**src/core/txoh_pkg.sv**
```systemverilog
// constants of the per-port transmit overhead and stuffing block
package txoh_pkg;
   localparam int          NUM_PORTS        = 4;
   localparam int          ADDR_W           = 11;
   localparam int          OFF_W            = 9;
   // per-port copies sit 200h apart, port number in the top address bits
   localparam int          PORT_LSB         = 9;
   // register offsets inside one port
   localparam logic [8:0]  OFF_JAM_SEL1     = 9'h104;
   localparam logic [8:0]  OFF_JAM_SEL4     = 9'h107;
   localparam logic [8:0]  OFF_DDS_SEL1     = 9'h108;
   localparam logic [8:0]  OFF_DDS_SEL3     = 9'h10A;
   localparam logic [8:0]  OFF_FDL          = 9'h162;
   localparam logic [8:0]  OFF_BOC          = 9'h163;
   localparam logic [8:0]  OFF_SHARED1      = 9'h164;
   localparam logic [8:0]  OFF_SHARED2      = 9'h165;
   localparam logic [8:0]  OFF_SHARED3      = 9'h166;
   localparam logic [8:0]  OFF_SI_ODD       = 9'h167;
   localparam logic [8:0]  OFF_RA_BITS      = 9'h168;
   localparam logic [8:0]  OFF_SA4_BITS     = 9'h169;
   localparam logic [8:0]  OFF_SA5_BITS     = 9'h16A;
   localparam logic [8:0]  OFF_CTRL         = 9'h170;
   localparam logic [8:0]  OFF_JAM_VALUE    = 9'h171;
   localparam logic [8:0]  OFF_DDS_VALUE    = 9'h172;
   // control register fields
   localparam int          CTRL_E1_MODE     = 0;
   localparam int          CTRL_D4_MODE     = 1;
   localparam int          CTRL_JAM_EN      = 2;
   localparam int          CTRL_DDS_EN      = 3;
   localparam int          CTRL_PASS_TS0    = 4;
   localparam int          CTRL_SLC96       = 5;
   // reset values
   localparam logic [7:0]  RST_ZERO         = 8'h00;
   localparam logic [7:0]  RST_ALIGN_WORD   = 8'h1B;
   localparam logic [7:0]  RST_NONALIGN     = 8'h40;
   localparam logic [7:0]  RST_JAM_VALUE    = 8'h01;
   localparam logic [7:0]  RST_DDS_VALUE    = 8'h7F;
   // field masks and fixed bits
   localparam logic [7:0]  BOC_MASK         = 8'h3F;
   localparam logic [7:0]  NONALIGN_FIXED   = 8'h40;
   localparam logic [4:0]  T1_CHANNELS      = 5'd24;
   localparam logic [2:0]  FDL_LAST_FULL    = 3'd7;
   localparam logic [2:0]  FDL_LAST_D4      = 3'd5;
   localparam logic [4:0]  SLC_BITS         = 5'd24;
endpackage

```
**src/core/txoh_regs.sv**
```systemverilog
// transmit overhead insertion, channel stuffing and register copies
//
// Design decision made here: strobed register access.
`timescale 1ns/10ps
// What this block does
// - jam-selected all-zero channel gets stuff value
// - jam stuffing only with the port's own jam enable
// - three DDS selects, gated by DDS enable
// - DDS pattern replaces selected all-zero channel
// - data link byte sent LSB first
// - D4 framing uses low six bits
// - code register holds six bits, top zero
// - SLC-96 registers feed C, M, A, S bits
// - E1 mode maps E1 words onto SLC addresses
// - align word: Si bit, pattern 0011011 default
// - non-align word: Si, 1, alarm, Sa4-Sa8
// - in E1 mode without pass-through, slot zero built internally
// - even-frame Si bits, frame 0 in bit 0
// - odd-frame Si bits, frame 1 in bit 0
// - odd-frame remote alarm bits, reset zero
// - four register copies spaced 200h apart
module txoh_regs
   import txoh_pkg::*;
#(
   parameter int NPORT = NUM_PORTS
)(
   input  wire logic              clk_sys_in,
   input  wire logic              nrst_in,
   input  wire logic [ADDR_W-1:0] reg_addr_in,
   input  wire logic [7:0]        reg_wdata_in,
   input  wire logic              reg_wr_in,
   input  wire logic              reg_rd_in,
   output logic      [7:0]        reg_rdata_out,
   input  wire logic              ch_valid_in,
   input  wire logic [1:0]        ch_port_in,
   input  wire logic [4:0]        ch_num_in,
   input  wire logic [3:0]        ch_frame_in,
   input  wire logic [7:0]        serial_transmit_input_in,
   output logic                   ch_valid_out,
   output logic      [7:0]        ch_byte_out,
   input  wire logic              oh_bit_req_in,
   input  wire logic [1:0]        oh_port_in,
   input  wire logic [4:0]        oh_index_in,
   output logic                   oh_bit_valid_out,
   output logic                   oh_bit_out
);

   logic [7:0] jam_bit8_channel_select [NPORT][4];
   logic [7:0] dds_zero_select         [NPORT][3];
   logic [7:0] tx_facility_data_link   [NPORT];
   logic [7:0] tx_bit_oriented_code    [NPORT];
   logic [7:0] tx_slc96_link           [NPORT][3];
   logic [7:0] tx_align_frame_word     [NPORT];
   logic [7:0] tx_nonalign_frame_word  [NPORT];
   logic [7:0] tx_intl_bits_even_frames[NPORT];
   logic [7:0] tx_intl_bits_odd_frames [NPORT];
   logic [7:0] tx_remote_alarm_bits    [NPORT];
   logic [7:0] tx_national_bit4_frames [NPORT];
   logic [7:0] tx_national_bit5_frames [NPORT];
   logic [7:0] tx_control              [NPORT];
   logic [7:0] jam_bit8_stuff_value    [NPORT];
   logic [7:0] dds_stuff_value         [NPORT];
   logic [2:0] fdl_bit_cnt             [NPORT];

   // address split into port copy and offset
   logic [1:0]       acc_port;
   logic [OFF_W-1:0] acc_off;
   logic             acc_e1;
   logic [7:0]       rd_value;
   logic [7:0]       next_rdata;

   assign acc_port = reg_addr_in[ADDR_W-1:PORT_LSB];
   assign acc_off  = reg_addr_in[OFF_W-1:0];
   assign acc_e1   = tx_control[acc_port][CTRL_E1_MODE];

   function automatic logic in_range(input logic [8:0] off,
                                     input logic [8:0] lo,
                                     input logic [8:0] hi);
      return (off >= lo) && (off <= hi);
   endfunction

   function automatic logic [7:0] read_mux(input logic [1:0] p,
                                           input logic [8:0] off,
                                           input logic       e1);
      logic [7:0] v;
      v = RST_ZERO;
      if (in_range(off, OFF_JAM_SEL1, OFF_JAM_SEL4))
         v = jam_bit8_channel_select[p][2'(off - OFF_JAM_SEL1)];
      else if (in_range(off, OFF_DDS_SEL1, OFF_DDS_SEL3))
         v = dds_zero_select[p][2'(off - OFF_DDS_SEL1)];
      else begin
         unique case (off)
            OFF_FDL:       v = tx_facility_data_link[p];
            OFF_BOC:       v = tx_bit_oriented_code[p];
            // shared addresses follow the port mode
            OFF_SHARED1:   v = e1 ? tx_align_frame_word[p]
                                  : tx_slc96_link[p][0];
            OFF_SHARED2:   v = e1 ? tx_nonalign_frame_word[p]
                                  : tx_slc96_link[p][1];
            OFF_SHARED3:   v = e1 ? tx_intl_bits_even_frames[p]
                                  : tx_slc96_link[p][2];
            OFF_SI_ODD:    v = tx_intl_bits_odd_frames[p];
            OFF_RA_BITS:   v = tx_remote_alarm_bits[p];
            OFF_SA4_BITS:  v = tx_national_bit4_frames[p];
            OFF_SA5_BITS:  v = tx_national_bit5_frames[p];
            OFF_CTRL:      v = tx_control[p];
            OFF_JAM_VALUE: v = jam_bit8_stuff_value[p];
            OFF_DDS_VALUE: v = dds_stuff_value[p];
            default:       v = RST_ZERO;
         endcase
      end
      return v;
   endfunction

   // process form, so stored values retrigger the lookup
   always_comb begin
      rd_value = read_mux(acc_port, acc_off, acc_e1);
   end
   assign next_rdata = reg_rd_in ? rd_value : RST_ZERO;

   always_ff @(posedge clk_sys_in or negedge nrst_in) begin
      if (!nrst_in) begin
         reg_rdata_out <= RST_ZERO;
      end else begin
         reg_rdata_out <= next_rdata;
      end
   end

   // write strobes decoded once per offset
   logic       wr_jam_sel;
   logic       wr_dds_sel;
   logic       wr_fdl;
   logic       wr_boc;
   logic       wr_shared1;
   logic       wr_shared2;
   logic       wr_shared3;
   logic       wr_si_odd;
   logic       wr_ra;
   logic       wr_sa4;
   logic       wr_sa5;
   logic       wr_ctrl;
   logic       wr_jam_value;
   logic       wr_dds_value;
   logic [1:0] jam_idx;
   logic [1:0] dds_idx;

   assign wr_jam_sel   = reg_wr_in &&
                         in_range(acc_off, OFF_JAM_SEL1, OFF_JAM_SEL4);
   assign wr_dds_sel   = reg_wr_in &&
                         in_range(acc_off, OFF_DDS_SEL1, OFF_DDS_SEL3);
   assign wr_fdl       = reg_wr_in && (acc_off == OFF_FDL);
   assign wr_boc       = reg_wr_in && (acc_off == OFF_BOC);
   assign wr_shared1   = reg_wr_in && (acc_off == OFF_SHARED1);
   assign wr_shared2   = reg_wr_in && (acc_off == OFF_SHARED2);
   assign wr_shared3   = reg_wr_in && (acc_off == OFF_SHARED3);
   assign wr_si_odd    = reg_wr_in && (acc_off == OFF_SI_ODD);
   assign wr_ra        = reg_wr_in && (acc_off == OFF_RA_BITS);
   assign wr_sa4       = reg_wr_in && (acc_off == OFF_SA4_BITS);
   assign wr_sa5       = reg_wr_in && (acc_off == OFF_SA5_BITS);
   assign wr_ctrl      = reg_wr_in && (acc_off == OFF_CTRL);
   assign wr_jam_value = reg_wr_in && (acc_off == OFF_JAM_VALUE);
   assign wr_dds_value = reg_wr_in && (acc_off == OFF_DDS_VALUE);
   assign jam_idx      = 2'(acc_off - OFF_JAM_SEL1);
   assign dds_idx      = 2'(acc_off - OFF_DDS_SEL1);

   // channel select registers
   always_ff @(posedge clk_sys_in or negedge nrst_in) begin
      if (!nrst_in) begin
         for (int p = 0; p < NPORT; p++) begin
            for (int i = 0; i < 4; i++) begin
               jam_bit8_channel_select[p][i] <= RST_ZERO;
            end
            for (int i = 0; i < 3; i++) begin
               dds_zero_select[p][i] <= RST_ZERO;
            end
         end
      end else begin
         if (wr_jam_sel) begin
            jam_bit8_channel_select[acc_port][jam_idx] <= reg_wdata_in;
         end
         if (wr_dds_sel) begin
            dds_zero_select[acc_port][dds_idx] <= reg_wdata_in;
         end
      end
   end

   // T1 data link, code and SLC-96 words
   always_ff @(posedge clk_sys_in or negedge nrst_in) begin
      if (!nrst_in) begin
         for (int p = 0; p < NPORT; p++) begin
            tx_facility_data_link[p] <= RST_ZERO;
            tx_bit_oriented_code[p]  <= RST_ZERO;
            for (int i = 0; i < 3; i++) begin
               tx_slc96_link[p][i] <= RST_ZERO;
            end
         end
      end else begin
         if (wr_fdl) begin
            tx_facility_data_link[acc_port] <= reg_wdata_in;
         end
         if (wr_boc) begin
            tx_bit_oriented_code[acc_port] <= reg_wdata_in & BOC_MASK;
         end
         if (wr_shared1 && !acc_e1) begin
            tx_slc96_link[acc_port][0] <= reg_wdata_in;
         end
         if (wr_shared2 && !acc_e1) begin
            tx_slc96_link[acc_port][1] <= reg_wdata_in;
         end
         if (wr_shared3 && !acc_e1) begin
            tx_slc96_link[acc_port][2] <= reg_wdata_in;
         end
      end
   end

   // E1 frame words and per-frame Si bits
   always_ff @(posedge clk_sys_in or negedge nrst_in) begin
      if (!nrst_in) begin
         for (int p = 0; p < NPORT; p++) begin
            tx_align_frame_word[p]      <= RST_ALIGN_WORD;
            tx_nonalign_frame_word[p]   <= RST_NONALIGN;
            tx_intl_bits_even_frames[p] <= RST_ZERO;
            tx_intl_bits_odd_frames[p]  <= RST_ZERO;
         end
      end else begin
         if (wr_shared1 && acc_e1) begin
            tx_align_frame_word[acc_port] <= reg_wdata_in;
         end
         if (wr_shared2 && acc_e1) begin
            tx_nonalign_frame_word[acc_port]
               <= reg_wdata_in | NONALIGN_FIXED;
         end
         if (wr_shared3 && acc_e1) begin
            tx_intl_bits_even_frames[acc_port] <= reg_wdata_in;
         end
         if (wr_si_odd) begin
            tx_intl_bits_odd_frames[acc_port] <= reg_wdata_in;
         end
      end
   end

   // E1 per-frame alarm and national bits
   always_ff @(posedge clk_sys_in or negedge nrst_in) begin
      if (!nrst_in) begin
         for (int p = 0; p < NPORT; p++) begin
            tx_remote_alarm_bits[p]    <= RST_ZERO;
            tx_national_bit4_frames[p] <= RST_ZERO;
            tx_national_bit5_frames[p] <= RST_ZERO;
         end
      end else begin
         if (wr_ra) begin
            tx_remote_alarm_bits[acc_port] <= reg_wdata_in;
         end
         if (wr_sa4) begin
            tx_national_bit4_frames[acc_port] <= reg_wdata_in;
         end
         if (wr_sa5) begin
            tx_national_bit5_frames[acc_port] <= reg_wdata_in;
         end
      end
   end

   // port control and stuffing values
   always_ff @(posedge clk_sys_in or negedge nrst_in) begin
      if (!nrst_in) begin
         for (int p = 0; p < NPORT; p++) begin
            tx_control[p]           <= RST_ZERO;
            jam_bit8_stuff_value[p] <= RST_JAM_VALUE;
            dds_stuff_value[p]      <= RST_DDS_VALUE;
         end
      end else begin
         if (wr_ctrl) begin
            tx_control[acc_port] <= reg_wdata_in;
         end
         if (wr_jam_value) begin
            jam_bit8_stuff_value[acc_port] <= reg_wdata_in;
         end
         if (wr_dds_value) begin
            dds_stuff_value[acc_port] <= reg_wdata_in;
         end
      end
   end

   // channel stream: stuffing and slot zero
   logic [7:0] cur_ctrl;
   logic       cur_e1;
   logic       ch_all_zero;
   logic       jam_sel_bit;
   logic       dds_sel_bit;
   logic       jam_hit;
   logic       dds_hit;
   logic [2:0] mf_pair;
   logic       si_bit;
   logic [7:0] ts0_align;
   logic [7:0] ts0_nonalign;
   logic       ts0_hit;
   logic [7:0] next_byte;

   assign cur_ctrl    = tx_control[ch_port_in];
   assign cur_e1      = cur_ctrl[CTRL_E1_MODE];
   assign ch_all_zero = (serial_transmit_input_in == RST_ZERO);
   assign jam_sel_bit =
      jam_bit8_channel_select[ch_port_in][ch_num_in[4:3]][ch_num_in[2:0]];
   assign dds_sel_bit = (ch_num_in < T1_CHANNELS) &&
      dds_zero_select[ch_port_in][ch_num_in[4:3]][ch_num_in[2:0]];
   assign jam_hit = cur_ctrl[CTRL_JAM_EN] && jam_sel_bit &&
                    (cur_e1 || ch_num_in < T1_CHANNELS) &&
                    ch_all_zero;
   assign dds_hit = !cur_e1 && cur_ctrl[CTRL_DDS_EN] &&
                    dds_sel_bit && ch_all_zero;

   // frame pair index: frames 2k and 2k+1 share bit k
   assign mf_pair = ch_frame_in[3:1];
   assign si_bit  = ch_frame_in[0]
      ? tx_intl_bits_odd_frames[ch_port_in][mf_pair]
      : tx_intl_bits_even_frames[ch_port_in][mf_pair];
   assign ts0_align = {si_bit,
                       tx_align_frame_word[ch_port_in][6:0]};
   assign ts0_nonalign = {si_bit, 1'b1,
      tx_remote_alarm_bits[ch_port_in][mf_pair],
      tx_national_bit4_frames[ch_port_in][mf_pair],
      tx_national_bit5_frames[ch_port_in][mf_pair],
      tx_nonalign_frame_word[ch_port_in][2:0]};
   assign ts0_hit = cur_e1 && (ch_num_in == 5'd0) &&
                    !cur_ctrl[CTRL_PASS_TS0];

   assign next_byte = ts0_hit ? (ch_frame_in[0] ? ts0_nonalign
                                                : ts0_align)
                    : jam_hit ? jam_bit8_stuff_value[ch_port_in]
                    : dds_hit ? dds_stuff_value[ch_port_in]
                    : serial_transmit_input_in;

   always_ff @(posedge clk_sys_in or negedge nrst_in) begin
      if (!nrst_in) begin
         ch_valid_out <= 1'b0;
         ch_byte_out  <= RST_ZERO;
      end else begin
         ch_valid_out <= ch_valid_in;
         if (ch_valid_in) begin
            ch_byte_out <= next_byte;
         end
      end
   end

   // overhead bit stream: data link or SLC-96 word
   logic [7:0]  oh_ctrl;
   logic        oh_slc;
   logic [2:0]  oh_cnt;
   logic [2:0]  fdl_last;
   logic        fdl_bit;
   logic [23:0] slc_word;
   logic        slc_bit;
   logic        next_oh_bit;

   assign oh_ctrl  = tx_control[oh_port_in];
   assign oh_slc   = oh_ctrl[CTRL_SLC96] && !oh_ctrl[CTRL_E1_MODE];
   assign oh_cnt   = fdl_bit_cnt[oh_port_in];
   assign fdl_last = oh_ctrl[CTRL_D4_MODE] ? FDL_LAST_D4
                                           : FDL_LAST_FULL;
   assign fdl_bit  = tx_facility_data_link[oh_port_in][oh_cnt];
   // fixed S=0 and S=1 positions override the stored bits
   assign slc_word = {1'b1, tx_slc96_link[oh_port_in][2][6:0],
                      tx_slc96_link[oh_port_in][1][7:6], 3'b010,
                      tx_slc96_link[oh_port_in][1][2:0],
                      tx_slc96_link[oh_port_in][0]};
   assign slc_bit  = (oh_index_in < SLC_BITS) ? slc_word[oh_index_in]
                                              : 1'b0;
   assign next_oh_bit = oh_slc ? slc_bit : fdl_bit;

   always_ff @(posedge clk_sys_in or negedge nrst_in) begin
      if (!nrst_in) begin
         oh_bit_valid_out <= 1'b0;
         oh_bit_out       <= 1'b0;
         for (int p = 0; p < NPORT; p++) begin
            fdl_bit_cnt[p] <= 3'd0;
         end
      end else begin
         oh_bit_valid_out <= oh_bit_req_in;
         if (oh_bit_req_in) begin
            oh_bit_out <= next_oh_bit;
            if (!oh_slc) begin
               // LSB first, wrap after the last used bit
               fdl_bit_cnt[oh_port_in] <= (oh_cnt >= fdl_last)
                                          ? 3'd0 : oh_cnt + 3'd1;
            end
         end
      end
   end

endmodule

```
**config.mk**
```make
export PLATFORM = sky130hd
export DESIGN_NAME = txoh_regs
export DESIGN_NICKNAME = d
export VERILOG_FILES = /design/src/core/txoh_pkg.sv /design/src/core/txoh_regs.sv
export SDC_FILE = /design/constraint.sdc
export NUM_CORES = 1
export LEC_CHECK = 0
export BUFFER_PORTS_ARGS = -buffer_cell sky130_fd_sc_hd__buf_2
export CAP_MARGIN = 20
export CELL_PAD_IN_SITES_DETAIL_PLACEMENT = 2
export CELL_PAD_IN_SITES_GLOBAL_PLACEMENT = 2
export CORE_MARGIN = 2
export CORE_UTILIZATION = 47
export DETAILED_ROUTE_END_ITERATION = 10
export GPL_ROUTABILITY_DRIVEN = 0
export PLACE_DENSITY = 0.77
export SLEW_MARGIN = 25
export SYNTH_ARGS = -nofsm -noshare
export SYNTH_HDL_FRONTEND = slang
export SYNTH_SLANG_ARGS = --single-unit
```
**constraint.sdc**
```tcl
create_clock -name clk_sys_in -period 2.7 [get_ports clk_sys_in]
set_input_delay 0.27 -clock clk_sys_in [delete_from_list [all_inputs] [get_ports clk_sys_in]]
set_output_delay 0.27 -clock clk_sys_in [all_outputs]
set_load 0.01 [all_outputs]
```
# ---- After elaboration in Yosys (flattened, before gate mapping)
# Index checks and enable logic that the tools add are counted.
# W data, S select, Z words.
dict set report word_totals {
  regBits 735
  out_inout_bits 19
}
dict set report op_classes {
  n_addsub 3
  order_cmp 21
  n_eq_ne 12
  mux 178
  bitwise 7
  n_reduce_logical 44
}
# cell n
set ops {}
lappend ops {{$mux W8} 61}
lappend ops {{$bmux W8 S2} 28}
lappend ops {{$bwmux W32} 12}
lappend ops {{$bwmux W96} 4}
lappend ops {{$mux W96} 3}
lappend ops {{$mux W24} 10}
lappend ops {{$bmux W24 S2} 4}
lappend ops {{$demux W24 S2} 4}
lappend ops {{$mux W32} 5}
lappend ops {{$bmux W32 S2} 2}
lappend ops {{$bwmux W128} 1}
lappend ops {{$eq A9 B9 Y1 const B} 12}
lappend ops {{$pmux W8 S12} 1}
lappend ops {{$demux W32 S2} 1}
lappend ops {{$demux W8 S2} 3}
lappend ops {{$logic_and A1 B1 Y1} 36}
lappend ops {{$bmux W1 S3} 8}
lappend ops {{$mux W7} 3}
lappend ops {{$ge A3 B3 Y1 const B} 6}
lappend ops {{$ge A9 B9 Y1 const B} 2}
lappend ops {{$le A9 B9 Y1 const B} 2}
lappend ops {{$mux W3} 6}
lappend ops {{$not A2 Y3} 6}
lappend ops {{$mux W16} 1}
lappend ops {{other kinds (21)} 44}

# ---- Depth between registers and ports, before layout
# Gate-level depths: netlist of run 1.
dict set report depth {
  word_depth 15
  mapped_depth 13
  ltp_nobuf 8
}

# ---- Least setup slack after synthesis of run 1
# Ideal clock, no wire load.
dict set report synth_timing {
  path_kind {input to register}
  start {input ch_port_in[0]}
  end {register ch_byte_out[0]}
  setup_ps 138
  arrival_time_ps 2422
  setup_slack_ps 140
  path_stages 9
  cell_sequence {buf_2 > buf_6 > buf_4 > buf_2 > buf_2 > mux4_2 > mux2_2 > a31oi_1 > o221ai_1}
}
dict set report synth_between {
  elab_chain_cells 15
  elab_cells_between_ends 48
  classes_between {35 x mux; 1 x bitwise; 12 x reduce/logical}
}
# item line_no
set synth_rtl {}
lappend synth_rtl {{from (decl)} txoh_regs.sv:35} ;# input wire logic [1:0] ch_port_in,
lappend synth_rtl {{$not A2 Y3 (not written as such) (*)} n/a}
lappend synth_rtl {{$bmux W24 S2} txoh_regs.sv:305} ;# dds_zero_select[ch_port_in][ch_num_in[4:3]][ch_num_in[2:0]];
lappend synth_rtl {{$mux W24 (not written as such) (2 in a row)} txoh_regs.sv:305}
lappend synth_rtl {{$bmux W8 S2} txoh_regs.sv:305}
lappend synth_rtl {{$mux W8 (not written as such) (2 in a row)} txoh_regs.sv:305}
lappend synth_rtl {{$bmux W1 S3} txoh_regs.sv:305}
lappend synth_rtl {{$mux W1 (not written as such)} txoh_regs.sv:305}
lappend synth_rtl {{$logic_and A1 B1 Y1} txoh_regs.sv:304} ;# assign dds_sel_bit = (ch_num_in < T1_CHANNELS) &&
lappend synth_rtl {{$logic_and A1 B1 Y1} txoh_regs.sv:309} ;# assign dds_hit = !cur_e1 && cur_ctrl[CTRL_DDS_EN] &&
lappend synth_rtl {{$logic_and A1 B1 Y1} txoh_regs.sv:310} ;# dds_sel_bit && ch_all_zero;
lappend synth_rtl {{$mux W8} txoh_regs.sv:330} ;# : dds_hit ? dds_stuff_value[ch_port_in]
lappend synth_rtl {{$mux W8} txoh_regs.sv:329} ;# : jam_hit ? jam_bit8_stuff_value[ch_port_in]
lappend synth_rtl {{$mux W8 (*)} txoh_regs.sv:327} ;# assign next_byte = ts0_hit ? (ch_frame_in[0] ? ts0_nonalign
lappend synth_rtl {{to (signal assigned)} txoh_regs.sv:340} ;# ch_byte_out <= next_byte;
lappend synth_rtl {{to (decl)} txoh_regs.sv:40} ;# output logic [7:0] ch_byte_out,
# Every way passes the cells marked *; elsewhere a longest branch is shown, timed or not. The select of a mux whose other input is x is not followed.
# A chain may end at the register's enable or synchronous reset.

# ---- Worst setup path in the final report of run 1
dict set report layout_timing {
  start {register tx_control[24] in the netlist's numbering}
  end {register reg_rdata_out[0]}
}
dict set report layout_between {
  elab_chain_cells 8
  elab_cells_between_ends 10
  classes_between {10 x mux}
}
# item line_no
set layout_rtl {}
lappend layout_rtl {{from (decl)} txoh_regs.sv:60} ;# logic [7:0] tx_control [NPORT];
lappend layout_rtl {{from (signal, indexed assignment)} txoh_regs.sv:273} ;# tx_control[acc_port] <= reg_wdata_in;
lappend layout_rtl {{$bmux W8 S2 (*)} {txoh_regs.sv:74, txoh_regs.sv:106}}
lappend layout_rtl {{$mux W8 (not written as such) (*) (2 in a row)} txoh_regs.sv:106} ;# OFF_CTRL: v = tx_control[p];
lappend layout_rtl {{$mux W8, on equally long branches} {txoh_regs.sv:100, txoh_regs.sv:96, txoh_regs.sv:98}}
lappend layout_rtl {{$pmux W8 S12 (*)} txoh_regs.sv:92} ;# unique case (off)
lappend layout_rtl {{$mux W8 (*)} txoh_regs.sv:89} ;# else if (in_range(off, OFF_DDS_SEL1, OFF_DDS_SEL3))
lappend layout_rtl {{$mux W8 (*)} txoh_regs.sv:87} ;# if (in_range(off, OFF_JAM_SEL1, OFF_JAM_SEL4))
lappend layout_rtl {{$mux W8 (*)} txoh_regs.sv:119} ;# assign next_rdata = reg_rd_in ? rd_value : RST_ZERO;
lappend layout_rtl {{net next_rdata[0]} txoh_regs.sv:70} ;# logic [7:0] next_rdata;
lappend layout_rtl {{to (signal assigned)} txoh_regs.sv:125} ;# reg_rdata_out <= next_rdata;
lappend layout_rtl {{to (decl)} txoh_regs.sv:33} ;# output logic [7:0] reg_rdata_out,
# The timed path passes the listed nets; every way through them passes the cells marked *. The select of a mux whose other input is x is not followed.

==> results of run 1 <==
synth_stat cells, types with 4 or more instances:
master	number
o2111ai_1	6
nor3_1	13
mux4_2	322
dfrtp_1	675
o21ai_1	10
mux2_1	34
a22oi_1	39
dfstp_2	48
a31oi_1	8
a211oi_1	4
o221ai_1	5
buf_6	11
nand4_1	13
inv_1	19
nor2b_1	15
buf_4	11
o21ai_0	25
a221oi_1	7
nand3_1	24
buf_1	21
buf_2	35
nand2b_1	12
nor2_1	64
clkbuf_1	125
and2_1	7
nand2_1	94
o22ai_1	10
o211ai_1	12
nor2_2	6
a21oi_1	22
a22o_1	7
nor3_2	11
mux2_2	680
mux2i_1	103
nand3b_1	9
cell type report:
class	count	area, µm²	share of cell area [%]
flip-flops and latches	723	18150	40.77
well taps	1060	1326	2.979
diodes	4	10.01	0.02248
clock buffers	132	2515	5.648
repair buffers	369	3095	6.952
inverters	21	78.83	0.1770
clock inverters	17	153.9	0.3456
multi-input cells	1613	19190	43.11
worst paths after layout:
path,startpoint,endpoint,slack [ns],cells past startpoint
min in group asynchronous,nrst_in,tx_nonalign_frame_word[8]$_DFFE_PN0P_,0.22,2
worst min register to register,tx_slc96_link[85]$_DFFE_PN0P_,tx_slc96_link[85]$_DFFE_PN0P_,0.50,1
worst min-delay path,serial_transmit_input_in[6],ch_byte_out[6]$_DFFE_PN0P_,0.03,3
worst max register to register,tx_control[24]$_DFFE_PN0P_,reg_rdata_out[0]$_DFF_PN0_,-0.005,8
max in group asynchronous,nrst_in,tx_facility_data_link[17]$_DFFE_PN0P_,1.36,3
worst max-delay path,tx_control[24]$_DFFE_PN0P_,reg_rdata_out[0]$_DFF_PN0_,-0.005,8
kinds of logic (layout without fill, tap and decap cells):
| logic type | after synthesis | in the layout |
|---|---|---|
| mux | 1139 | 1139 |
| buf+inv | 227 | 539 |
| compound gates | 181 | 181 |
| other cells | 0 | 4 |
| flops | 723 | 723 |
| simple gates | 291 | 291 |
| fa+ha+maj | 2 | 2 |
metrics by stage:
step           setup slack, ns  cells    TNS, ns  util, %
2_1_floorplan           0.1400   2563          0        -
3_3_place_gp           -0.2492   3778     -2.277    51.75
3_5_place_dp           -0.2945   3778     -11.48    51.75
4_1_cts               -0.09456   3932     -1.086    55.18
5_1_grt                0.01708   3936          0    55.27
6_report             -0.005343   3939  -0.005343    55.28
what timing repair did:
action | 4_1_cts | 5_1_grt
setup endpoints to repair | 27 | 43
setup buffers | 0 | 2
pin swaps | 1 | 4
hold endpoints to repair | 48 | 0
gates resized for setup | 8 | 12
hold buffers | 5 | 0
layer usage:
| layer | part of all wire (%) | up-vias |
|---|---|---|
| met2 | 49 | 1335 |
| met5 | 0.031 | - |
| li1 | - | 10410 |
| met1 | 39 | 14920 |
| met4 | 5.4 | 6 |
| met3 | 6.7 | 431 |
where the power goes:
group	leakage [nW]	switching [mW]	internal, mW
clock network	1.31	4.88	6.56
registers	9.87	0.153	11.0
logic	9.27	1.47	0.831
total	20.5	6.50	18.4
worst max-delay path, delay by kind of cell, from the launching register on:
family | cells | cell delay, ns
AOI/OAI and AO/OA | 2 | 0.76
buffers and inverters | 3 | 0.58
DFF | 1 | 0.40
muxes | 2 | 0.74
and+or+nand+nor | 1 | 0.10
==> results.py, run 1 <==
metrics = {
    "clock_network": {
        "cts_tree": "done",
        "cts_buffers": 83,
        "clkTransAtPathRegs_ns": 0.06,
        "cts_root_buffer": "clkbuf_16",
        "cts_buffer_depth": 3,
        "cts.sink_count": 723,
        "clkLatencyLatePin_ns": 0.65,
        "htree_levels": 3,
    },
    "synth": {
        "yosysSeqAreaShare_pct": 47.39,
        "synth.largest_area_cell": "dfrtp_1",
        "ys_top_cells_by_area": "dfrtp_1, mux2_2, mux4_2",
        "synth_top_cell_area_share_pct": 44.10,
        "synth_edf_count": 0,
        "ys_types": 68,
        "async_flop_share_pct": 100.0,
        "ys_seq_elements": 723,
        "synthMuxAreaShare_pct": 42.62,
        "ys_warn_count": 0,
        "syn_area_mm2": 0.03830,
        "synth-simple-area-share_pct": 3.819,
        "synth-compound-area-share_pct": 3.358,
        "syn_area_per_cell_um2": 14.94,
        "synth_top_family_by_area": "multiplexers",
        "synth.net_count": 2616,
        "synth_xor_area_share_pct": 0,
        "synth_adder_area_share_pct": 0.06533,
        "synthFlopType": "dfrtp_1",
        "synth_cells": 2563,
    },
    "placement": {
        "dp_hpwl_mm": 97.26,
        "place_area_mm2": 0.04168,
        "port_buffers": 69,
    },
    "sta": {
        "min_period_over_period_pct": 100.2,
        "grt_setup_unrepaired": "no",
        "setup_ws_ns": -0.005343,
        "tightestPinTransition_ns": 0.9857,
        "hold_violations": 0,
        "report.final.slew_viol_count": 0,
        "fin_crit_ns": 2.705,
        "relSlewSlack_pct": 34.29,
        "fmax_mhz": 369.6,
        "finalSetupViolations": 1,
        "worst_hold_slack_ns": 0.03426,
        "clock_skew_ns": 0.03002,
    },
    "drt": {
        "drt_iter0_markers": 2463,
        "wl_per_cell_um": 38.79,
        "vias_per_cell": 6.880,
        "dr.pass1.iters": 7,
        "vias": 27100,
        "drcViolationCount": 0,
        "finalWirelength_mm": 152.8,
        "ant_nets": 0,
    },
    "floorplanning": {
        "rows": 104,
        "coreArea_mm2": 0.08055,
        "die-area_mm2": 0.08380,
        "num_io_pins": 70,
        "initial_core_util_pct": 47.55,
        "die_w_um": 289.5,
        "die_y_um": 289.5,
    },
    "layout": {
        "final_area_mm2": 0.04453,
        "syn2layout_area_growth_pct": 16.24,
        "fillers": 7003,
        "final_common_cell": "mux2_2",
        "final_cell_mix": "mux2_2, dfrtp_1, mux4_2",
        "fin_nets": 2864,
        "biggestRegsByFlops": "jam_bit8_channel_select (128), dds_zero_select (96), tx_slc96_link (96)",
        "regMostFlops": "jam_bit8_channel_select",
        "drive_above_1_share_pct": 55.13,
        "largest_register_ffs": 128,
    },
    "grt": {
        "grt_max_degree": 89,
        "grt_most_used_layer": "met2",
        "use_met3_pct": 6.709,
        "grt_pass1_wl_mm": 225.2,
        "grt_pass1_vias": 30380,
        "track_usage_pct": 37.14,
        "antenna_found_initial": 9,
        "met1_usage_pct": 47.40,
        "met2_usage_pct": 61.65,
        "grt_overflow": 0,
    },
    "worst_setup_path": {
        "crit_slowest_cell": "mux4_2",
        "crit_chain": "mux4_2, buf_4, mux2i_1, buf_4, o22ai_1, nor3_1, buf_4, a21oi_1",
        "crit_path_end_kind": "flop",
        "slowest_delay_ns": 0.60,
        "critical_path_class": "flop to flop",
        "path_common_cell": "buf_4",
        "cp.required_ns": 3.22,
        "worstSetupStartpointType": "flop",
        "worstPathArrival_ns": 3.22,
        "critPathMaxFanout": 6,
    },
    "power_and_ir_drop": {
        "p_leak_nw": 20.45,
        "ir_worst_vdd_mv": 0.4089,
        "power_mw": 24.91,
        "power.density_mw_per_mm2": 559.4,
    },
    "flow_run": {
        "max_cap_violations": 0,
    },
    "run_status": {
        "violations": "setup timing",
        "status": "complete, but fails checks",
    },
    "worst_hold_path": {
        "worst_hold_path_type": "input pin to flop",
    },
}
Power figures use the tool's default switching activity.
==> inputs of run 2 (changes only) <==
--- a/config.mk
+++ b/config.mk
@@ -10,10 +10,11 @@
 export CELL_PAD_IN_SITES_DETAIL_PLACEMENT = 2
 export CELL_PAD_IN_SITES_GLOBAL_PLACEMENT = 2
 export CORE_MARGIN = 2
-export CORE_UTILIZATION = 47
+export CORE_UTILIZATION = 40
 export DETAILED_ROUTE_END_ITERATION = 10
 export GPL_ROUTABILITY_DRIVEN = 0
-export PLACE_DENSITY = 0.77
+export PLACE_DENSITY = 0.67
+export REMOVE_ABC_BUFFERS = 1
 export SLEW_MARGIN = 25
 export SYNTH_ARGS = -nofsm -noshare
 export SYNTH_HDL_FRONTEND = slang
==> constraint.sdc (replaced) <==
create_clock -name clk_sys_in -period 2.7 [get_ports clk_sys_in]
set_input_delay 0.27 -clock clk_sys_in [delete_from_list [all_inputs] [get_ports clk_sys_in]]
set_output_delay 0.27 -clock clk_sys_in [all_outputs]
set_load 0.05 [all_outputs]
==> run 2 against run 1 <==
The flow now finishes without violations; critical path depth fell by 1; core utilization fell by 7.7 points; sequential share of layout area is 0.63 points lower; non-clock buffer count rose by 5; fmax increased by 3.1%; global-route usage decreased by 8.6 points; clock skew decreased by 0.0017 ns; combinational power fell by 3%; largest cell class unchanged.
==> results.py, run 2 (synthesis results as in run 1) <==
metrics = {
    "clock_network": {
        "cts_root_buffer": "clkbuf_16",
        "cts.sink_count": 723,
        "cts_buffer_depth": 3,
        "clkLatencyLatePin_ns": 0.67,
        "cts_setup_buffers": 0,
        "cts_tree": "done",
        "htree_levels": 3,
        "clkTransAtPathRegs_ns": 0.06,
        "cts_buffers": 85,
    },
    "floorplanning": {
        "die-area_mm2": 0.09825,
        "die_y_um": 313.4,
        "initial_core_util_pct": 40.31,
        "num_io_pins": 70,
        "rows": 113,
        "die_w_um": 313.4,
        "coreArea_mm2": 0.09501,
    },
    "drt": {
        "finalWirelength_mm": 137.4,
        "dr.pass1.iters": 5,
        "vias": 25580,
        "vias_per_cell": 6.160,
        "drcViolationCount": 0,
        "wl_per_cell_um": 33.09,
        "ant_nets": 0,
        "drt_iter0_markers": 1818,
    },
    "sta": {
        "fin_crit_ns": 2.623,
        "tns_ns": 0,
        "finalSetupViolations": 0,
        "fmax_mhz": 381.2,
        "tightestPinTransition_ns": 0.9698,
        "hold_violations": 0,
        "setup_ws_ns": 0.07689,
        "report.final.slew_viol_count": 0,
        "relSlewSlack_pct": 35.35,
        "worst_hold_slack_ns": 0.03458,
        "clock_skew_ns": 0.02829,
        "min_period_over_period_pct": 97.15,
    },
    "worst_setup_path": {
        "r2r-start": "tx_control[0]$_DFFE_PN0P_",
        "crit_chain": "mux4_2, buf_4, mux2i_1, o22ai_1, nor3_1, buf_4, a21oi_1",
        "reg2reg_slack_ns": 0.08,
        "critical_path_class": "flop to flop",
        "slowest_delay_ns": 0.61,
        "cp.required_ns": 3.22,
        "reg2reg_depth": 7,
        "crit_slowest_cell": "mux4_2",
        "r2r-end": "reg_rdata_out[0]$_DFF_PN0_",
        "path_common_cell": "buf_4",
        "worstSetupStartpointType": "flop",
        "critPathMaxFanout": 8,
        "crit_path_end_kind": "flop",
        "worstPathArrival_ns": 3.14,
    },
    "power_and_ir_drop": {
        "p_int_mw": 19.20,
        "p_leak_nw": 20.67,
        "ir_worst_vdd_mv": 0.4151,
        "combPwrFrac_pct": 8.7,
        "pwr-share-seq_pct": 43.5,
        "p_switching_mw": 6.432,
        "power_mw": 25.63,
        "power.density_mw_per_mm2": 566.7,
        "sw_frac_of_total_pct": 25.09,
        "pwr-share-clk_pct": 47.9,
    },
    "grt": {
        "grt_overflow": 0,
        "antenna_found_initial": 5,
        "grt_max_degree": 157,
        "grt_pass1_vias": 28790,
        "track_usage_pct": 28.50,
        "grt_pass1_wl_mm": 206.6,
    },
    "layout": {
        "multi_input_area_mm2": 0.01912,
        "fin_nets": 2871,
        "biggestRegsByFlops": "jam_bit8_channel_select (128), dds_zero_select (96), tx_slc96_link (96)",
        "final_cell_mix": "mux2_2, dfrtp_1, mux4_2",
        "final_cells": 4153,
        "drive_above_1_share_pct": 55.09,
        "regMostFlops": "jam_bit8_channel_select",
        "fillers": 8814,
        "largest_register_ffs": 128,
        "final_common_cell": "mux2_2",
        "syn2layout_area_growth_pct": 18.08,
        "final_area_mm2": 0.04523,
        "final_util_pct": 47.60,
        "antenna_cells": 0,
        "area.sequential_mm2": 0.01815,
    },
    "worst_hold_path": {
        "worst_hold_path_type": "input pin to asynchronous set/reset pin",
    },
    "placement": {
        "dp_hpwl_mm": 95.50,
        "place_area_mm2": 0.04217,
        "dp_cells": 3988,
        "place_ws_ns": -0.3187,
        "port_buffers": 69,
    },
    "flow_run": {
        "max_cap_violations": 0,
    },
    "run_status": {
        "status": "finished, final reports clean",
    },
}
-- run 2: cell types whose count changed in the layout (fill, tap and decap cells not counted), moves of 3 or more --
cell	change
buf_12	+15
clkbuf_1	-12
buf_4	-11
bufinv_16	+6
clkinv_2	+4
diode_2	-4
nand2_1	+4
nand2_2	-4
clkbuf_16	+3
clkinv_4	+3
dlygate4sd3_1	+3
-- run 2: cell type report --
class / count / share of cell area (%)
clock buffers: 124 / 5.657
inverters: 21 / 0.1743
repair buffers: 374 / 7.356
multi-input cells: 1613 / 42.27
well taps: 1265 / 3.500
clock inverters: 33 / 0.9129
flip-flops and latches: 723 / 40.13
-- run 2: worst max path at each step --
stage | start | to | cells after the start
after global routing | dds_zero_select[4]$_DFFE_PN0P_ | ch_byte_out[2]$_DFFE_PN0P_ | 9
final | tx_control[0]$_DFFE_PN0P_ | reg_rdata_out[0]$_DFF_PN0_ | 7
after floorplan | reg_addr_in[6] | dds_zero_select[24]$_DFFE_PN0P_ | 6
after CTS | dds_zero_select[5]$_DFFE_PN0P_ | ch_byte_out[5]$_DFFE_PN0P_ | 9
after detailed placement | reg_addr_in[9] | reg_rdata_out[3]$_DFF_PN0_ | 11
after global placement | reg_addr_in[9] | reg_rdata_out[3]$_DFF_PN0_ | 11
-- run 2: per-layer routing --
layer	share of wire (%)	GRT usage, %	vias to the layer above
met3	4.3	3.556	181
met2	50	48.34	676
li1	-	-	10420
met5	0.020	0	-
met1	43	38.65	14300
met4	2.7	8.036	4
-- run 2: power by group through the flow --
| stage | combinational (mW) | clock [mW] | sequential [mW] |
|---|---|---|---|
| floorplan | 0.732 | 0 | 11.3 |
| global placement | 2.14 | 0 | 11.3 |
| detailed placement | 2.21 | 0 | 11.3 |
| CTS | 2.24 | 12.5 | 11.1 |
| global route | 2.36 | 13.0 | 11.2 |
| finish | 2.22 | 12.3 | 11.1 |
-- run 2: what timing repair did --
action	4_1_cts	5_1_grt
hold buffers	8	0
gates resized for setup	1	1
endpoints found under the hold margin	339	0
endpoints found under the setup margin	1	3
-- run 2: worst max-delay path: cells and delay by family, from the launching register on --
kind | cells | cell delay (ns)
multiplexers | 2 | 0.80
flip-flops | 1 | 0.38
AO/OA/AOI/OAI | 2 | 0.75
AND/OR/NAND/NOR | 1 | 0.11
buffers and inverters | 2 | 0.42
==> inputs of run 3 (changes only) <==
--- a/config.mk
+++ b/config.mk
@@ -14,6 +14,7 @@
 export DETAILED_ROUTE_END_ITERATION = 10
 export GPL_ROUTABILITY_DRIVEN = 0
 export PLACE_DENSITY = 0.67
+export RECOVER_POWER = 100
 export REMOVE_ABC_BUFFERS = 1
 export SLEW_MARGIN = 25
 export SYNTH_ARGS = -nofsm -noshare
==> constraint.sdc (replaced) <==
create_clock -name clk_sys_in -period 2.7 [get_ports clk_sys_in]
set_input_delay 0.135 -clock clk_sys_in [delete_from_list [all_inputs] [get_ports clk_sys_in]]
set_output_delay 0.135 -clock clk_sys_in [all_outputs]
set_load 0.05 [all_outputs]
==> run 3 against run 2 <==
The flow now finishes with violations (capacitance limit, slew limit); clock skew decreased by 0.0021 ns; non-clock buffer count decreased by 40; die area unchanged.
==> results.py, run 3 (synthesis results as in run 1) <==
metrics = {
    "run_status": {
        "status": "complete, but fails checks",
        "violations": "capacitance limit, slew limit",
    },
    "grt": {
        "track_usage_pct": 28.20,
        "grt_overflow": 0,
        "grt_pass1_vias": 28700,
        "antenna_found_initial": 3,
        "grt_max_degree": 103,
        "grt_pass1_wl_mm": 204.1,
    },
    "power_and_ir_drop": {
        "p_leak_nw": 20.02,
        "ir_worst_vdd_mv": 0.4511,
        "power.density_mw_per_mm2": 566.2,
    },
    "drt": {
        "wl_per_cell_um": 32.97,
        "finalWirelength_mm": 135.7,
        "drcViolationCount": 0,
        "ant_nets": 0,
        "drt_iter0_markers": 1815,
        "vias_per_cell": 6.152,
        "dr.pass1.iters": 5,
        "vias": 25320,
    },
    "layout": {
        "final_cell_mix": "dfrtp_1, mux2_2, mux4_2",
        "drive_above_1_share_pct": 50.44,
        "syn2layout_area_growth_pct": 15.34,
        "area.sequential_mm2": 0.01815,
        "final_common_cell": "dfrtp_1",
        "regMostFlops": "jam_bit8_channel_select",
        "fillers": 9009,
        "largest_register_ffs": 128,
        "final_cells": 4115,
        "biggestRegsByFlops": "jam_bit8_channel_select (128), dds_zero_select (96), tx_slc96_link (96)",
        "multi_input_area_mm2": 0.01905,
        "fin_nets": 2833,
    },
    "worst_setup_path": {
        "worstPathArrival_ns": 3.19,
        "crit_chain": "mux4_2, buf_4, nor2_1, nor2_1, a2111o_1, a21oi_1, a31oi_1",
        "critPathMaxFanout": 12,
        "cp.required_ns": 3.22,
        "crit_buf_inv": 1,
        "critical_path_class": "flop to flop",
        "worstSetupStartpointType": "flop",
        "cpLargestDelayFamily": "compound AO/OA/AOI/OAI gates",
        "slowest_delay_ns": 0.62,
        "crit_slowest_cell": "mux4_2",
        "path_common_cell": "nor2_1",
        "crit_path_end_kind": "flop",
    },
    "clock_network": {
        "clkTransAtPathRegs_ns": 0.06,
        "cts_setup_buffers": 0,
        "cts_buffers": 87,
        "clkLatencyLatePin_ns": 0.66,
        "cts_tree": "done",
        "cts_buffer_depth": 3,
        "htree_levels": 3,
        "cts.sink_count": 723,
        "cts_root_buffer": "clkbuf_16",
    },
    "placement": {
        "port_buffers": 69,
        "dp_hpwl_mm": 93.48,
        "dp_cells": 3942,
        "place_ws_ns": -0.06588,
    },
    "floorplanning": {
        "coreArea_mm2": 0.09501,
        "die_y_um": 313.4,
        "die_w_um": 313.4,
        "rows": 113,
        "die-area_mm2": 0.09825,
        "num_io_pins": 70,
        "initial_core_util_pct": 40.31,
    },
    "sta": {
        "grt_setup_unrepaired": "no",
        "fin_crit_ns": 2.670,
        "clock_skew_ns": 0.02620,
        "min_period_over_period_pct": 98.89,
        "relSlewSlack_pct": -13.09,
        "fmax_mhz": 374.5,
        "tightestPinTransition_ns": 1.696,
        "report.final.slew_viol_count": 50,
        "hold_violations": 0,
        "finalSetupViolations": 0,
        "tns_ns": 0,
        "setup_ws_ns": 0.03000,
    },
    "flow_run": {
        "max_cap_violations": 1,
    },
    "worst_hold_path": {
        "worst_hold_path_type": "input pin to flop",
    },
}
run 3: cell types whose count changed in the layout (fill, tap and decap cells not counted), sizes merged:
cell,before,now
buf,364,208
clkbuf,126,247
clkinv,20,14
dlygate4sd3,8,14
bufinv,8,3
diode,0,1
inv,22,23
run 3: cell type report:
type                            instances  area share [%]
Antenna cell                            1        0.005664
Clock buffer                          135           5.888
Clock inverter                         23          0.5041
Inverter                               21          0.1784
Multi-Input combinational cell       1613           43.13
Sequential cell                       723           41.09
Tap cell                             1265           3.583
Timing Repair Buffer                  334           5.625
run 3: report_power, final:
group          leakage (nW)  switching [mW]  internal, mW
logic                  8.77            1.36         0.758
clock network          1.38            4.86          6.90
registers              9.87           0.119          11.0
run 3: worst reg2reg max path: cells and delay by family (launching register included):
kind | cells | cell delay, ns
buffers and inverters | 1 | 0.26
multiplexers | 1 | 0.62
flip-flops | 1 | 0.45
AND/OR/NAND/NOR | 2 | 0.36
AO/OA/AOI/OAI | 3 | 0.84
run 3: what timing repair did:
action / in CTS / in global routing
endpoints found under the hold margin: 256 / 0
endpoints found under the setup margin: 0 / 7
resized for setup: 0 / 2
hold buffers: 14 / 0
run 3: per-stage QoR:
stage                     power, mW  util (%)  area (µm²)  hold slack, ns
final                         25.01     46.50       44180          0.1172
after global routing          25.92     46.50       44180          0.1360
after CTS                     25.36     46.98       44640         0.04828
after detailed placement      13.47     43.86       41670          0.1308
after global placement        13.39     43.86       41670          0.1290
after floorplan               12.07         -       37330         -0.1606
run 3: metal layers:
metal	vias to the layer above	share of wire [%]	global-route usage, %
met1	14110	43	38.87
met4	2	3.0	7.873
li1	10360	-	-
met3	209	4.6	3.945
met5	-	0.0096	0
met2	632	49	46.82
run 3: path summary, 6_finish.rpt:
| check | start | endpoint | slack [ns] | cells after the start |
|---|---|---|---|---|
| max | tx_control[8]$_DFFE_PN0P_ | reg_rdata_out[6]$_DFF_PN0_ | 0.03 | 7 |
| min | reg_wdata_in[1] | dds_stuff_value[17]$_DFFE_PN1P_ | 0.12 | 2 |
| max reg2reg | tx_control[8]$_DFFE_PN0P_ | reg_rdata_out[6]$_DFF_PN0_ | 0.03 | 7 |
| min reg2reg | tx_slc96_link[36]$_DFFE_PN0P_ | tx_slc96_link[36]$_DFFE_PN0P_ | 0.49 | 1 |
| max in group asynchronous | nrst_in | dds_zero_select[49]$_DFFE_PN0P_ | 0.42 | 4 |
| min in group asynchronous | nrst_in | jam_bit8_stuff_value[4]$_DFFE_PN0P_ | 0.48 | 2 |
